[src/logic/rcoc_pkg.sv]
package rcoc_pkg;

  ////////////////////////////////////////////////////////////////////////////
  // configuration register layout
  localparam int unsigned CFG_W          = 12;
  localparam int unsigned MODE_LSB       = 0;
  localparam int unsigned WIRING_BIT     = 2;
  localparam int unsigned SWING_BIT      = 3;
  localparam int unsigned LOCK_LSB       = 2;
  localparam int unsigned AUX_LOCK_LSB   = 10;
  localparam logic [11:0] CFG_RESET      = 12'h000;
  localparam logic [11:0] AUX_RESET      = 12'h000;

  // read clock operating modes
  typedef enum logic [1:0] {
    RCOC_MODE_OFF   = 2'b00,
    RCOC_MODE_READ  = 2'b01,
    RCOC_MODE_BEGIN = 2'b10,
    RCOC_MODE_ON    = 2'b11
  } rcoc_mode_e;

  // commands carried over the link
  typedef enum logic [3:0] {
    RCOC_CMD_NOP      = 4'h0,
    RCOC_CMD_CFG_WR   = 4'h1,
    RCOC_CMD_AUX_WR   = 4'h2,
    RCOC_CMD_READ     = 4'h3,
    RCOC_CMD_BEGIN    = 4'h4,
    RCOC_CMD_HALT     = 4'h5,
    RCOC_CMD_READ_AP  = 4'h6,
    RCOC_CMD_READ_INT = 4'h7,
    RCOC_CMD_READ_TRN = 4'h8,
    RCOC_CMD_READ_ERR = 4'h9
  } rcoc_cmd_e;

  ////////////////////////////////////////////////////////////////////////////
  // timing, in ns and in 8 ns clock cycles (least times round up)
  localparam int unsigned CLK_PERIOD_PS     = 8000;
  localparam int unsigned SETTLE_NS         = 40;
  localparam int unsigned HALT_WAIT_NS      = 24;
  localparam int unsigned BEGIN_HALT_WAIT_NS = 24;
  localparam int unsigned SETTLE_CYC =
    (SETTLE_NS * 1000 + CLK_PERIOD_PS - 1) / CLK_PERIOD_PS;
  localparam int unsigned HALT_WAIT_CYC =
    (HALT_WAIT_NS * 1000 + CLK_PERIOD_PS - 1) / CLK_PERIOD_PS;
  localparam int unsigned BEGIN_HALT_WAIT_CYC =
    (BEGIN_HALT_WAIT_NS * 1000 + CLK_PERIOD_PS - 1) / CLK_PERIOD_PS;
  localparam int unsigned CMD_GAP_CYC       = 6;
  localparam int unsigned ON_START_CYC      = 2;
  localparam int unsigned CNT_W             = 8;

  // true for every read-type command
  function automatic logic is_read(input logic [3:0] c);
    is_read = (c == RCOC_CMD_READ) || (c == RCOC_CMD_READ_AP) ||
              (c == RCOC_CMD_READ_INT) || (c == RCOC_CMD_READ_TRN) ||
              (c == RCOC_CMD_READ_ERR);
  endfunction

endpackage

[src/logic/rcoc_link_if.sv]
`timescale 1ns/1ps
interface rcoc_link_if #(
  parameter int unsigned DW = 8
);
  // host to device: command code, data and event toggle
  logic [3:0]    cmd_code;
  logic [11:0]   cmd_data;
  logic          cmd_tgl;
  // device to host: read clock pins and data lanes
  logic          read_clock_true;
  logic          read_clock_true_oe_b;
  logic          read_clock_comp;
  logic          read_clock_comp_oe_b;
  logic          read_clock_half_swing;
  logic [DW-1:0] dq;

  modport device (
    input  cmd_code, cmd_data, cmd_tgl,
    output read_clock_true, read_clock_true_oe_b, read_clock_comp,
    output read_clock_comp_oe_b, read_clock_half_swing, dq
  );
  modport host (
    output cmd_code, cmd_data, cmd_tgl,
    input  read_clock_true, read_clock_true_oe_b, read_clock_comp,
    input  read_clock_comp_oe_b, read_clock_half_swing, dq
  );
endinterface

[src/logic/rcoc_host.sv]
`timescale 1ns/1ps
module rcoc_host #(
  parameter int unsigned DW = 8
) (
  input  wire logic          clk_i,
  input  wire logic          rst_b_i,
  input  wire logic          req_valid_i,
  input  wire logic [3:0]    req_cmd_i,
  input  wire logic [11:0]   req_data_i,
  output logic               req_ready_o,
  output logic               refused_o,
  output logic               clock_active_o,
  output logic [DW-1:0]      rd_data_o,
  output logic               rd_valid_o,
  rcoc_link_if.host          link
);

  ////////////////////////////////////////////////////////////////////////////
  // command issue and the host's own obligations
  logic [11:0]                cfg_reg;
  logic [11:0]                cfg_next;
  logic [11:0]                aux_reg;
  logic [11:0]                aux_next;
  logic                       run_reg;
  logic                       run_next;
  logic [rcoc_pkg::CNT_W-1:0] busy_reg;
  logic [rcoc_pkg::CNT_W-1:0] busy_next;
  logic [3:0]                 code_reg;
  logic [3:0]                 code_next;
  logic [11:0]                data_reg;
  logic [11:0]                data_next;
  logic                       pend_reg;
  logic                       pend_next;
  logic                       tgl_reg;
  logic                       tgl_next;
  logic                       refused_reg;
  logic                       refused_next;
  logic                       legal;
  logic [1:0]                 mode;
  logic [1:0]                 req_mode;

  localparam logic [rcoc_pkg::CNT_W-1:0] GAP =
    rcoc_pkg::CNT_W'(rcoc_pkg::CMD_GAP_CYC);
  localparam logic [rcoc_pkg::CNT_W-1:0] SETTLE =
    rcoc_pkg::CNT_W'(rcoc_pkg::SETTLE_CYC + rcoc_pkg::CMD_GAP_CYC);
  localparam logic [rcoc_pkg::CNT_W-1:0] HALT_WAIT =
    rcoc_pkg::CNT_W'(rcoc_pkg::HALT_WAIT_CYC + rcoc_pkg::CMD_GAP_CYC);
  localparam logic [rcoc_pkg::CNT_W-1:0] BEGIN_HALT_WAIT =
    rcoc_pkg::CNT_W'(rcoc_pkg::BEGIN_HALT_WAIT_CYC + rcoc_pkg::CMD_GAP_CYC);

  assign mode        = cfg_reg[rcoc_pkg::MODE_LSB +: 2];
  assign req_mode    = req_data_i[rcoc_pkg::MODE_LSB +: 2];
  assign req_ready_o = (busy_reg == '0) && !pend_reg;

  // legality of the offered request against the shadowed device state
  always_comb begin
    legal = 1'b1;
    case (req_cmd_i)
      rcoc_pkg::RCOC_CMD_CFG_WR: begin
        if (run_reg) begin
          legal = 1'b0;
        end else if (mode != rcoc_pkg::RCOC_MODE_OFF &&
                     req_mode != rcoc_pkg::RCOC_MODE_OFF &&
                     req_mode != mode) begin
          legal = 1'b0;
        end else if (mode == rcoc_pkg::RCOC_MODE_ON &&
                     req_data_i[11:rcoc_pkg::LOCK_LSB] !=
                     cfg_reg[11:rcoc_pkg::LOCK_LSB]) begin
          legal = 1'b0;
        end
      end
      rcoc_pkg::RCOC_CMD_AUX_WR: begin
        if (run_reg) begin
          legal = 1'b0;
        end else if (mode == rcoc_pkg::RCOC_MODE_ON &&
                     req_data_i[11:rcoc_pkg::AUX_LOCK_LSB] !=
                     aux_reg[11:rcoc_pkg::AUX_LOCK_LSB]) begin
          legal = 1'b0;
        end
      end
      rcoc_pkg::RCOC_CMD_BEGIN: begin
        legal = mode == rcoc_pkg::RCOC_MODE_BEGIN;
      end
      rcoc_pkg::RCOC_CMD_HALT: begin
        legal = run_reg;
      end
      rcoc_pkg::RCOC_CMD_NOP: begin
        legal = 1'b0;
      end
      default: begin
        legal = rcoc_pkg::is_read(req_cmd_i);
      end
    endcase
  end

  // next values: code and data are set one cycle before the toggle
  always_comb begin
    cfg_next     = cfg_reg;
    aux_next     = aux_reg;
    run_next     = run_reg;
    busy_next    = (busy_reg != '0) ? busy_reg - 1'b1 : busy_reg;
    code_next    = code_reg;
    data_next    = data_reg;
    pend_next    = 1'b0;
    tgl_next     = pend_reg ? ~tgl_reg : tgl_reg;
    refused_next = 1'b0;
    if (req_valid_i && req_ready_o) begin
      if (!legal) begin
        refused_next = 1'b1;
      end else begin
        code_next = req_cmd_i;
        data_next = req_data_i;
        pend_next = 1'b1;
        busy_next = GAP;
        case (req_cmd_i)
          rcoc_pkg::RCOC_CMD_CFG_WR: begin
            cfg_next  = req_data_i;
            busy_next = SETTLE;
          end
          rcoc_pkg::RCOC_CMD_AUX_WR: begin
            aux_next  = req_data_i;
            busy_next = SETTLE;
          end
          rcoc_pkg::RCOC_CMD_BEGIN: begin
            run_next = 1'b1;
          end
          rcoc_pkg::RCOC_CMD_HALT: begin
            run_next  = 1'b0;
            busy_next = (mode == rcoc_pkg::RCOC_MODE_BEGIN) ?
                        BEGIN_HALT_WAIT : HALT_WAIT;
          end
          default: begin
            if (mode == rcoc_pkg::RCOC_MODE_READ) begin
              run_next = 1'b1;
            end
          end
        endcase
      end
    end
  end

  always_ff @(posedge clk_i) begin
    if (!rst_b_i) begin
      cfg_reg     <= rcoc_pkg::CFG_RESET;
      aux_reg     <= rcoc_pkg::AUX_RESET;
      run_reg     <= 1'b0;
      busy_reg    <= '0;
      code_reg    <= 4'h0;
      data_reg    <= 12'h000;
      pend_reg    <= 1'b0;
      tgl_reg     <= 1'b0;
      refused_reg <= 1'b0;
    end else begin
      cfg_reg     <= cfg_next;
      aux_reg     <= aux_next;
      run_reg     <= run_next;
      busy_reg    <= busy_next;
      code_reg    <= code_next;
      data_reg    <= data_next;
      pend_reg    <= pend_next;
      tgl_reg     <= tgl_next;
      refused_reg <= refused_next;
    end
  end

  assign link.cmd_code = code_reg;
  assign link.cmd_data = data_reg;
  assign link.cmd_tgl  = tgl_reg;
  assign refused_o     = refused_reg;

  ////////////////////////////////////////////////////////////////////////////
  // read capture: pins pass two flops, then rising edges latch data
  logic          rck_s1_reg;
  logic          rck_s2_reg;
  logic          rck_s3_reg;
  logic          oe_s1_reg;
  logic          oe_s2_reg;
  logic [DW-1:0] dq_s1_reg;
  logic [DW-1:0] dq_s2_reg;
  logic [DW-1:0] rd_data_reg;
  logic          rd_valid_reg;

  always_ff @(posedge clk_i) begin
    if (!rst_b_i) begin
      rck_s1_reg   <= 1'b0;
      rck_s2_reg   <= 1'b0;
      rck_s3_reg   <= 1'b0;
      oe_s1_reg    <= 1'b1;
      oe_s2_reg    <= 1'b1;
      dq_s1_reg    <= '0;
      dq_s2_reg    <= '0;
      rd_data_reg  <= '0;
      rd_valid_reg <= 1'b0;
    end else begin
      rck_s1_reg   <= link.read_clock_true;
      rck_s2_reg   <= rck_s1_reg;
      rck_s3_reg   <= rck_s2_reg;
      oe_s1_reg    <= link.read_clock_true_oe_b;
      oe_s2_reg    <= oe_s1_reg;
      dq_s1_reg    <= link.dq;
      dq_s2_reg    <= dq_s1_reg;
      // a slow model capture: data changes with the edge, so the
      // synced copy is taken together with the synced edge
      rd_valid_reg <= !oe_s2_reg && rck_s2_reg && !rck_s3_reg;
      if (!oe_s2_reg && rck_s2_reg && !rck_s3_reg) begin
        rd_data_reg <= dq_s2_reg;
      end
    end
  end

  assign clock_active_o = ~oe_s2_reg;
  assign rd_data_o      = rd_data_reg;
  assign rd_valid_o     = rd_valid_reg;

endmodule

[src/flat_wrapper.sv]
// flat-port wrapper written by rule: the top's interface ports become plain ports
module rcoc_host_flat 
#(
  parameter int unsigned DW = 8
)
  (clk_i, rst_b_i, req_valid_i, req_cmd_i, req_data_i, req_ready_o, refused_o, clock_active_o, rd_data_o, rd_valid_o, link_cmd_code, link_cmd_data, link_cmd_tgl, link_read_clock_true, link_read_clock_true_oe_b, link_read_clock_comp, link_read_clock_comp_oe_b, link_read_clock_half_swing, link_dq);
  rcoc_link_if #(.DW(DW)) link_i ();
  input  wire logic clk_i;
  input  wire logic rst_b_i;
  input  wire logic req_valid_i;
  input  wire logic [3:0] req_cmd_i;
  input  wire logic [11:0] req_data_i;
  output logic req_ready_o;
  output logic refused_o;
  output logic clock_active_o;
  output logic [DW-1:0] rd_data_o;
  output logic rd_valid_o;
  output wire logic [$bits(link_i.cmd_code)-1:0] link_cmd_code;
  output wire logic [$bits(link_i.cmd_data)-1:0] link_cmd_data;
  output wire logic [$bits(link_i.cmd_tgl)-1:0] link_cmd_tgl;
  input wire logic [$bits(link_i.read_clock_true)-1:0] link_read_clock_true;
  input wire logic [$bits(link_i.read_clock_true_oe_b)-1:0] link_read_clock_true_oe_b;
  input wire logic [$bits(link_i.read_clock_comp)-1:0] link_read_clock_comp;
  input wire logic [$bits(link_i.read_clock_comp_oe_b)-1:0] link_read_clock_comp_oe_b;
  input wire logic [$bits(link_i.read_clock_half_swing)-1:0] link_read_clock_half_swing;
  input wire logic [$bits(link_i.dq)-1:0] link_dq;
  assign link_cmd_code = link_i.cmd_code;
  assign link_cmd_data = link_i.cmd_data;
  assign link_cmd_tgl = link_i.cmd_tgl;
  assign link_i.read_clock_true = link_read_clock_true;
  assign link_i.read_clock_true_oe_b = link_read_clock_true_oe_b;
  assign link_i.read_clock_comp = link_read_clock_comp;
  assign link_i.read_clock_comp_oe_b = link_read_clock_comp_oe_b;
  assign link_i.read_clock_half_swing = link_read_clock_half_swing;
  assign link_i.dq = link_dq;
  rcoc_host #(.DW(DW)) u_core (.clk_i(clk_i), .rst_b_i(rst_b_i), .req_valid_i(req_valid_i), .req_cmd_i(req_cmd_i), .req_data_i(req_data_i), .req_ready_o(req_ready_o), .refused_o(refused_o), .clock_active_o(clock_active_o), .rd_data_o(rd_data_o), .rd_valid_o(rd_valid_o), .link(link_i));
endmodule
[config.mk]
export PLATFORM = sky130hd
export DESIGN_NAME = rcoc_host_flat
export DESIGN_NICKNAME = d
export VERILOG_FILES = /design/src/logic/rcoc_pkg.sv /design/src/logic/rcoc_link_if.sv /design/src/logic/rcoc_host.sv /design/src/flat_wrapper.sv
export SDC_FILE = /design/constraint.sdc
export NUM_CORES = 1
export LEC_CHECK = 0
export ABC_AREA = 1
export ABC_CLOCK_PERIOD_IN_PS = 4500
export BUFFER_PORTS_ARGS = -buffer_cell sky130_fd_sc_hd__buf_2
export CORE_ASPECT_RATIO = 0.8
export CORE_MARGIN = 4
export CORE_UTILIZATION = 30
export CTS_BUF_LIST = sky130_fd_sc_hd__clkbuf_16
export CTS_CLUSTER_DIAMETER = 30
export DETAILED_ROUTE_END_ITERATION = 16
export GPL_ROUTABILITY_DRIVEN = 1
export SYNTH_ARGS = -nofsm -noshare
export SYNTH_HDL_FRONTEND = slang
export SYNTH_SLANG_ARGS = --single-unit
[constraint.sdc]
create_clock -name clk_i -period 4.5 [get_ports clk_i]
set_input_delay 0.45 -clock clk_i [delete_from_list [all_inputs] [get_ports clk_i]]
set_output_delay 0.45 -clock clk_i [all_outputs]
set_load 0.02 [all_outputs]
Yosys cells after proc, flatten, opt, wreduce, memory -nomap -nowiden
Cells that the tools add are included.
{"block": "op_classes", "n_addsub": 1, "eq_ne": 15, "mux": 14, "reduce_logical": 27, "bitwise": 3}
{"operator": "8-bit 2-to-1 mux", "count": 3}
{"operator": "4-bit by 3-bit equality test with 1-bit output, second input constant", "count": 4}
{"operator": "10-bit != test", "count": 1}
{"operator": "4-bit by 2-bit equality test with 1-bit output, second input constant", "count": 2}
{"operator": "4-bit equality test, second input constant", "count": 2}
{"operator": "1-bit logical AND", "count": 8}
{"operator": "8-bit logical NOT", "count": 1}
{"operator": "1-bit 2-to-1 mux", "count": 8}
{"operator": "4-bit case mux with 2 select lines", "count": 1}
{"operator": "8-bit nonzero test", "count": 1}
{"operator": "8-bit by 1-bit subtractor with 8-bit output, second input constant", "count": 1}
{"operator": "3-bit AND reduction", "count": 2}
{"operator": "1-bit case mux with 5 select lines", "count": 1}
{"operator": "2-bit equality test, second input constant", "count": 2}
{"operator": "4-bit by 1-bit equality test with 1-bit output, second input constant", "count": 1}
{"operator": "4-bit logical NOT", "count": 1}
{"operator": "1-bit logical OR", "count": 4}
{"operator": "2-bit != test", "count": 2}
{"operator": "2-bit AND reduction", "count": 2}
{"operator": "4-bit AND reduction", "count": 1}
{"operator": "2-bit nonzero test", "count": 2}
{"operator": "1-bit logical NOT", "count": 3}
{"operator": "1-bit NOT", "count": 3}
{"operator": "1-bit case mux with 3 select lines", "count": 1}
{"operator": "other kinds (3)", "count": 3}
{"block": "word_totals", "word_cells": 78, "regBits": 82, "output_inout_bits": 29}

Logic depth before layout (Yosys ltp)
Gate-level depths: netlist of run 1.
{"block": "logic_depth", "ltp_word": 8, "depth_mapped": 16, "ltp_nobuf": 15}

Least setup slack after synthesis of run 1
Ideal clock, no wire load.
{"block": "synth_timing", "path_kind": "register -> register", "start": "register u_core.busy_reg[0] in the netlist's numbering", "end": "register u_core.data_reg[10] (netlist: u_core.link.cmd_data[10])", "setup_slack_ns": 2.665, "synth_period_minus_slack_ns": 1.835, "path_buffers": 1, "arrival_ns": 1.721, "setup_time_ns": 0.114, "stages_incl_launch_ff": 11, "path_cell_list": "dfxtp_1 -> inv_1 -> ha_1 -> nand2_1 -> nor3_2 -> nand2_1 -> inv_2 -> nand3_4 -> buf_4 -> o21bai_1 -> nor2_1"}
{"block": "synth_via", "elab_chain_len": 4}
{"item": "start, declared", "line": "rcoc_host.sv:26", "source": "logic [rcoc_pkg::CNT_W-1:0] busy_reg;"}
{"item": "start signal, assigned", "line": "rcoc_host.sv:157", "source": "busy_reg <= busy_next;"}
{"item": "8-bit logical NOT", "line": "rcoc_host.sv:53", "source": "assign req_ready_o = (busy_reg == '0) && !pend_reg;"}
{"item": "1-bit logical AND", "line": "rcoc_host.sv:53"}
{"item": "named net req_ready_o", "line": "flat_wrapper.sv:13", "source": "output logic req_ready_o;"}
{"item": "1-bit logical AND", "line": "rcoc_host.sv:107", "source": "if (req_valid_i && req_ready_o) begin"}
{"item": "2-bit AND reduction (no line)"}
{"item": "end signal, assigned", "line": "rcoc_host.sv:159", "source": "data_reg <= data_next;"}
{"item": "end, declared", "line": "rcoc_host.sv:30", "source": "logic [11:0] data_reg;"}
The timed path passes the listed nets, and every way through them passes these cells.
A chain may end at the register's enable or synchronous reset.

Worst setup path in the final report of run 1
{"block": "layout_timing", "start": "register u_core.busy_reg[0] in the netlist's numbering", "end": "register u_core.cfg_reg[7]"}
{"block": "layout_via", "elab_chain_len": 4}
{"item": "8-bit logical NOT", "line": "rcoc_host.sv:53"}
{"item": "1-bit logical AND", "line": "rcoc_host.sv:53"}
{"item": "1-bit logical AND", "line": "rcoc_host.sv:107"}
{"item": "3-bit AND reduction (no line)"}
{"item": "end signal, assigned", "line": "rcoc_host.sv:144", "source": "cfg_reg <= rcoc_pkg::CFG_RESET;"}
{"item": "end signal, assigned", "line": "rcoc_host.sv:154", "source": "cfg_reg <= cfg_next;"}
{"item": "end, declared", "line": "rcoc_host.sv:20", "source": "logic [11:0] cfg_reg;"}
Every way passes these cells.

==> out/results.ini, run 1 <==
[status]
outcome=completed

[setup_path]
worstPathRequired_ps=4660
critPathLaunch=u_core.busy_reg[0]$_SDFF_PN0_
worst_setup_path_start_kind=register
critPathMaxStageDelay_ps=500
crit_arrival_ps=2590
setup.worst_path.end_class=register
critPathSlowestCell=nand3_1
crit-reg2reg-launch=u_core.busy_reg[0]$_SDFF_PN0_
worstSetupPathType=register to register
path_cells=inv_1, ha_1, nand2_1, nor3_2, nand2_1, nor2_2, nand3_1, nand2_1, a21oi_1
crit_path_frequent_cell=nand2_1
path_max_fanout=13

[die]
fp.coreArea_sq_um=9810
initial_core_util=0.312
die_w_um=121
io_pins=61
dieArea_sq_um=11900
fp.dieH_um=98.3
rows=32

[routing]
remaining_drc_errors=0
viasPerCell=4.25
wl_mm=6.38
wl_per_cell_um=10.5
vias=2579
firstDrtPassIters=4
drt_iter0_markers=82
drtAntennaViolNets=0

[place]
dp.cells=591
hpwl_mm=4.49
portBuffers=57
gp_congestion=0.801

[clocking]
clkLatencyLatePin_ps=320
cts_buffer_depth=2
clk_pin_slew_worst_paths_ps=60
numCtsBuffers=9
cts-root-buf=clkbuf_16
ctsHoldBuffers=0
post_cts_buffers=0
cts_tree=done
ctsHtreeMaxLevel=3
cts_resized=0
cts_sinks=72

[min_path]
min_from=link_dq[5]
hold_class=input port to register

[sta]
fmax_mhz=412
rsz0062_at_grt=no
period_minus_slack_ps=2430
slew_violations=0
slew-limit-headroom=0.326
finalHoldViolCount=0
finClkSkew_ps=5.36
setup_viol=0
setup-tns-final_ps=0
min_period_over_period=0.540
tightestPinTransition_ps=1010

[layout]
final_cell_mix=nand2_1, inv_1, dfxtp_1
fill_cells=1035
diodes=0
drive_gt1_frac=0.174
syn2layout_area_growth_pct=22.2
seq_area_sq_um=1440
final-instance-count-excl-fill=607
layout.nets=500
multi_input_area_sq_um=1220
final_common_cell=nand2_1

[yosys]
synth-main-ff-cell=dfxtp_1
ys.warnings.count=0
syn_area_per_cell_sq_um=7.39
seq_area_frac_synth=0.471
synthDistinctLibCells=29
syn_area_sq_um=3060
synth_nets=448
synthCells=414
async_flop_share=0
synth-edff-count=0
synth-seq-cells=72

[global_route]
grt_pass1_wl_mm=11.0
antenna_found_initial=0
track_usage=0.114
grt.overflow.total=0
grt_max_degree=35
grt_pass1_vias=2425

[pwr]
peakVddDrop_mv=0.220
p_leak_uw=0.00181
power_density_nw_per_um2=511

[job]
drv_cap=0

synthesized netlist by cell type (2+ instances only):
| library cell | instances | area share |
|---|---|---|
| a21oi_1 | 28 | 0.046 |
| nor3_1 | 2 | 0.0033 |
| o21ai_0 | 14 | 0.023 |
| inv_2 | 3 | 0.0037 |
| nand3b_1 | 2 | 0.0049 |
| nand4_1 | 19 | 0.039 |
| o21bai_1 | 11 | 0.027 |
| ha_1 | 2 | 0.0082 |
| nor2_2 | 2 | 0.0041 |
| nand2_1 | 95 | 0.12 |
| buf_6 | 2 | 0.0074 |
| dfxtp_1 | 72 | 0.47 |
| nor2_1 | 40 | 0.049 |
| nand3_1 | 6 | 0.0098 |
| buf_4 | 4 | 0.0098 |
| or2_2 | 2 | 0.0041 |
| xor2_1 | 8 | 0.023 |
| clkbuf_1 | 10 | 0.012 |
| inv_1 | 76 | 0.093 |
| xnor2_1 | 7 | 0.020 |
worst max-delay path: cells and delay by family (launching register included):
| family | cells | cell delay, ps |
|---|---|---|
| compound gates | 1 | 80 |
| flops | 1 | 290 |
| fa+ha+maj | 1 | 170 |
| buf+inv | 1 | 110 |
| simple gates | 6 | 1590 |
area by class of cell:
type	instances	share of cell area
Sequential cell	72	0.386
Multi-Input combinational cell	246	0.328
Inverter	79	0.0793
Timing Repair Buffer	58	0.0783
Clock buffer	9	0.0603
Tap cell	136	0.0455
Clock inverter	7	0.0231
cells by family after synthesis:
logic type / count (synthesis) / synth area share
XOR/XNOR: 15 / 0.0430
buffers and inverters: 96 / 0.128
AO/OA/AOI/OAI: 55 / 0.0994
AND/OR/NAND/NOR: 174 / 0.250
adder cells (fa/ha/maj): 2 / 0.00818
flip-flops: 72 / 0.471
routing by layer:
metal | track usage | routed length [um] | vias to the layer above
met5 | 0 | 0 | -
met4 | 0.0523 | 110 | 0
met3 | 0.0324 | 370 | 11
met2 | 0.179 | 2710 | 55
met1 | 0.145 | 3180 | 1135
li1 | - | - | 1378
through the flow:
step | hold slack, ps | utilization | setup WS [ps] | cell area, sq um | total power [uW]
floorplan | 390 | - | 2660 | 3060 | 1090
global placement | 394 | 0.349 | 2130 | 3430 | 1180
detailed placement | 399 | 0.349 | 2100 | 3430 | 1190
CTS | 295 | 0.381 | 2070 | 3740 | 1940
global route | 304 | 0.381 | 1770 | 3740 | 2040
finish | 306 | 0.381 | 2070 | 3740 | 1910
power breakdown:
part           internal (uW)  switching, uW  leakage, uW  total [uW]
clock network            480            256     0.000154         735
logic                    159            269      0.00107         428
registers                706           38.0     0.000587         744
worst paths after layout:
check             cells after the start                        endpoint  slack [ps]
setup / recovery                      9  u_core.cfg_reg[7]$_SDFFE_PN0P_        2070
hold reg to reg                       1     u_core.oe_s2_reg$_SDFF_PN1_         410
hold / removal                        3  u_core.dq_s1_reg[5]$_SDFF_PN0_         310
setup reg to reg                      9  u_core.cfg_reg[7]$_SDFFE_PN0P_        2070
No activity file was read; power rests on OpenSTA's default activity.
==> run 2, diff against run 1 <==
- ABC_AREA: 1 -> 0
- ABC_CLOCK_PERIOD_IN_PS: 4500 -> 2000
- clock period: 4.5 -> 2 ns (I/O delays scaled with it)
==> run 2 against run 1 <==
Net effect:
- sequential share of layout area shrank 2.4 points
- final cell count shrank 12%
- synthesized cell count shrank 24%
- clock skew grew 1.1 ps
- count of clock-buffer cells in the layout is the same
- critical endpoint is now u_core.cfg_reg[2]$_SDFFE_PN0P_
- the flow now finishes with violations (setup timing)
- design area grew 6.7%
- first-iteration DRC count shrank 49%
- fmax grew 16%
- flip-flop and latch count is the same
- register-to-register slack lost 2200 ps
- highest routed layer unchanged
- combinational power grew to 3.0 times the previous value
==> out/results.ini, run 2 <==
[status]
outcome=finished with violations
failed_checks=setup timing

[sta]
worst_slack_ps=-98.3  ; -2170 ps
min_period_over_period=1.05  ; +0.509
period_minus_slack_ps=2100  ; -330 ps
setup_viol=31  ; +31
slew_violations=0  ; unchanged
fmax_mhz=477  ; +16%
slew-limit-headroom=0.631  ; +0.305
tightestPinTransition_ps=554  ; -456 ps
finClkSkew_ps=6.45  ; +1.10 ps
rsz0062_at_grt=yes
finalHoldViolCount=0  ; unchanged

[global_route]
track_usage=0.115  ; +0.000684
grt_pass1_vias=2345  ; -3.3%
grt_pass1_wl_mm=10.9  ; -1.1%
grt.overflow.total=0  ; unchanged
grt_max_degree=60  ; +71%
antenna_found_initial=0  ; unchanged

[pwr]
power_density_nw_per_um2=1090  ; +110%
p_leak_uw=0.00178  ; -1.8%
power_uw=4330  ; +130%
peakVddDrop_mv=0.390  ; +77%

[yosys]
synth_compound_area_frac=0.0562  ; -0.0433
yosysTopAreaCell=dfxtp_1
syn_area_sq_um=3030  ; -0.90%
ys.warnings.count=0  ; unchanged
synth_top_family_by_area=simple AND/OR/NAND/NOR gates
synthDistinctLibCells=43  ; +48%
synth-main-ff-cell=dfxtp_1
syn_area_per_cell_sq_um=9.59  ; +30%
synth-simple-area-share=0.230  ; -0.0200
synth_common_cells=dfxtp_1, nand2_1, mux2i_1
seq_area_frac_synth=0.476  ; +0.00428
synthXorXnorAreaFrac=0.0549  ; +0.0120
synthCells=316  ; -24%
ys_top_cells_by_area=dfxtp_1, mux2i_1, nand2_1, and2_1, xnor2_1
yosysMostFrequentCell=dfxtp_1
synth-edff-count=0  ; unchanged
synth_nets=350  ; -22%
async_flop_share=0  ; unchanged
synth.area.mux_share=0.132  ; +0.132
synth_top_area_frac=0.476  ; +0.00428
synthAdderAreaFrac=0.00826  ; +0.0000743
synth-seq-cells=72  ; unchanged

[min_path]
min_path_cells=2  ; -1
hold_class=input port to register
min_from=link_read_clock_true_oe_b
min_to=u_core.oe_s1_reg$_SDFF_PN1_

[die]
dieArea_sq_um=11800  ; -0.83%
rows=32  ; unchanged
fp.coreArea_sq_um=9730  ; -0.82%
initial_core_util=0.311  ; about the same
io_pins=61  ; unchanged
die_w_um=120  ; -0.42%
fp.dieH_um=97.9  ; -0.41%

[layout]
layout.nets=429  ; -14%
syn2layout_area_growth_pct=31.6
fin_util=0.410  ; +0.0290
fill_cells=973  ; -6.0%
final_cell_mix=dfxtp_1, nand2_1, buf_2
diodes=0  ; unchanged
drive_gt1_frac=0.285  ; +0.111
final_common_cell=dfxtp_1

[job]
drv_cap=0  ; unchanged

[routing]
firstDrtPassIters=4  ; unchanged
wl_per_cell_um=12.2  ; +16%
viasPerCell=4.37  ; +2.9%
wl_mm=6.53  ; +2.4%
drtAntennaViolNets=0  ; unchanged
vias=2343  ; -9.2%
drt_iter0_markers=42  ; -49%
remaining_drc_errors=0  ; unchanged

[setup_path]
worstSetupPathType=register to register
crit_arrival_ps=2310  ; -280 ps
path_max_fanout=5  ; -8
crit-reg2reg-launch=u_core.busy_reg[2]$_SDFF_PN0_
r2r_end=u_core.cfg_reg[2]$_SDFFE_PN0P_
setup.worst_path.end_class=register
worstPathRequired_ps=2210  ; -2450 ps
reg2reg_depth=8  ; -1
rrSetupSlack_ps=-100  ; -2170 ps
worst_setup_path_start_kind=register

[place]
portBuffers=57  ; unchanged
hpwl_mm=4.64  ; +3.4%
gp_congestion=0.783  ; -2.4%

[clocking]
numCtsBuffers=9  ; unchanged
cts_sinks=72  ; unchanged
cts_tree=done
clkLatencyLatePin_ps=320  ; about the same
ctsHtreeMaxLevel=3  ; unchanged
cts_buffer_depth=2  ; unchanged
clk_pin_slew_worst_paths_ps=60  ; about the same
cts-root-buf=clkbuf_16

-- run 2: layout make-up --
| cell class | count | area (sq um) | area share |
|---|---|---|---|
| Timing Repair Buffer | 85 | 556 | 0.139 |
| Inverter | 10 | 37.5 | 0.00941 |
| Tap cell | 136 | 170 | 0.0427 |
| Multi-Input combinational cell | 217 | 1530 | 0.383 |
| Clock inverter | 7 | 31.3 | 0.00784 |
| Sequential cell | 72 | 1440 | 0.361 |
| Clock buffer | 9 | 225 | 0.0565 |
-- run 2: how the worst max path moves through the flow --
stage | start | slack (ps) | endpoint | cells past startpoint
after floorplan | u_core.busy_reg[5]$_SDFF_PN0_ | -140 | u_core.link.cmd_data[10]$_SDFFE_PN0P_ | 8
after global placement | u_core.busy_reg[5]$_SDFF_PN0_ | -50 | u_core.run_reg$_SDFFE_PN0P_ | 7
after detailed placement | u_core.busy_reg[5]$_SDFF_PN0_ | -90 | u_core.link.cmd_data[7]$_SDFFE_PN0P_ | 7
after CTS | u_core.busy_reg[2]$_SDFF_PN0_ | -110 | u_core.busy_reg[1]$_SDFF_PN0_ | 7
after global routing | u_core.busy_reg[2]$_SDFF_PN0_ | -230 | u_core.link.cmd_data[0]$_SDFFE_PN0P_ | 7
final | u_core.busy_reg[2]$_SDFF_PN0_ | -100 | u_core.cfg_reg[2]$_SDFFE_PN0P_ | 8
-- run 2: what timing repair did --
action / CTS / global route
setup buffers: 1 / 2
resized for setup: 9 / 8
pin swaps: 2 / 4
setup endpoints to repair: 26 / 37
cloned: 0 / 1
hold buffers: 0 / 0
-- run 2: power breakdown --
part           switching (uW)  leakage (uW)  internal, uW
clock                     557      0.000139           816
sequential                103      0.000587          1570
combinational             631       0.00105           657
total                    1290       0.00178          3040
-- run 2: worst max-delay path, stage by stage (launching register included) --
cell and delay (ps):
dfxtp_1 310, or4_4 560, nor4b_4 310, nand3b_4 130, a21oi_4 150, buf_4 140
nand3_4 100, clkbuf_16 190, mux2i_1 110
-- run 2: logic make-up after synthesis --
group / Yosys count
buffers and inverters: 27
adders and majority gates: 2
AOI/OAI and AO/OA: 23
DFF: 72
xor gates and xnor gates: 19
and+or+nand+nor: 133
muxes: 40
-- run 2: metrics by stage --
stage,setup WS [ps],hold WS [ps],instance area [sq um],instances,setup TNS [ps]
global placement,-51.9,383,3620,516,-690
floorplan,-140,301,3050,316,-1450
CTS,-108,67.4,3920,533,-1560
detailed placement,-92.9,404,3620,516,-1370
finish,-98.3,79.8,3990,536,-2280
global route,-230,70.3,3990,536,-5340
-- run 2: layer usage --
metal / global-route usage / up-vias / wire [um]
li1: - / 1214 / -
met1: 0.145 / 1068 / 3170
met2: 0.176 / 53 / 2920
met3: 0.0486 / 8 / 347
met4: 0.0401 / 0 / 85
met5: 0 / - / 0
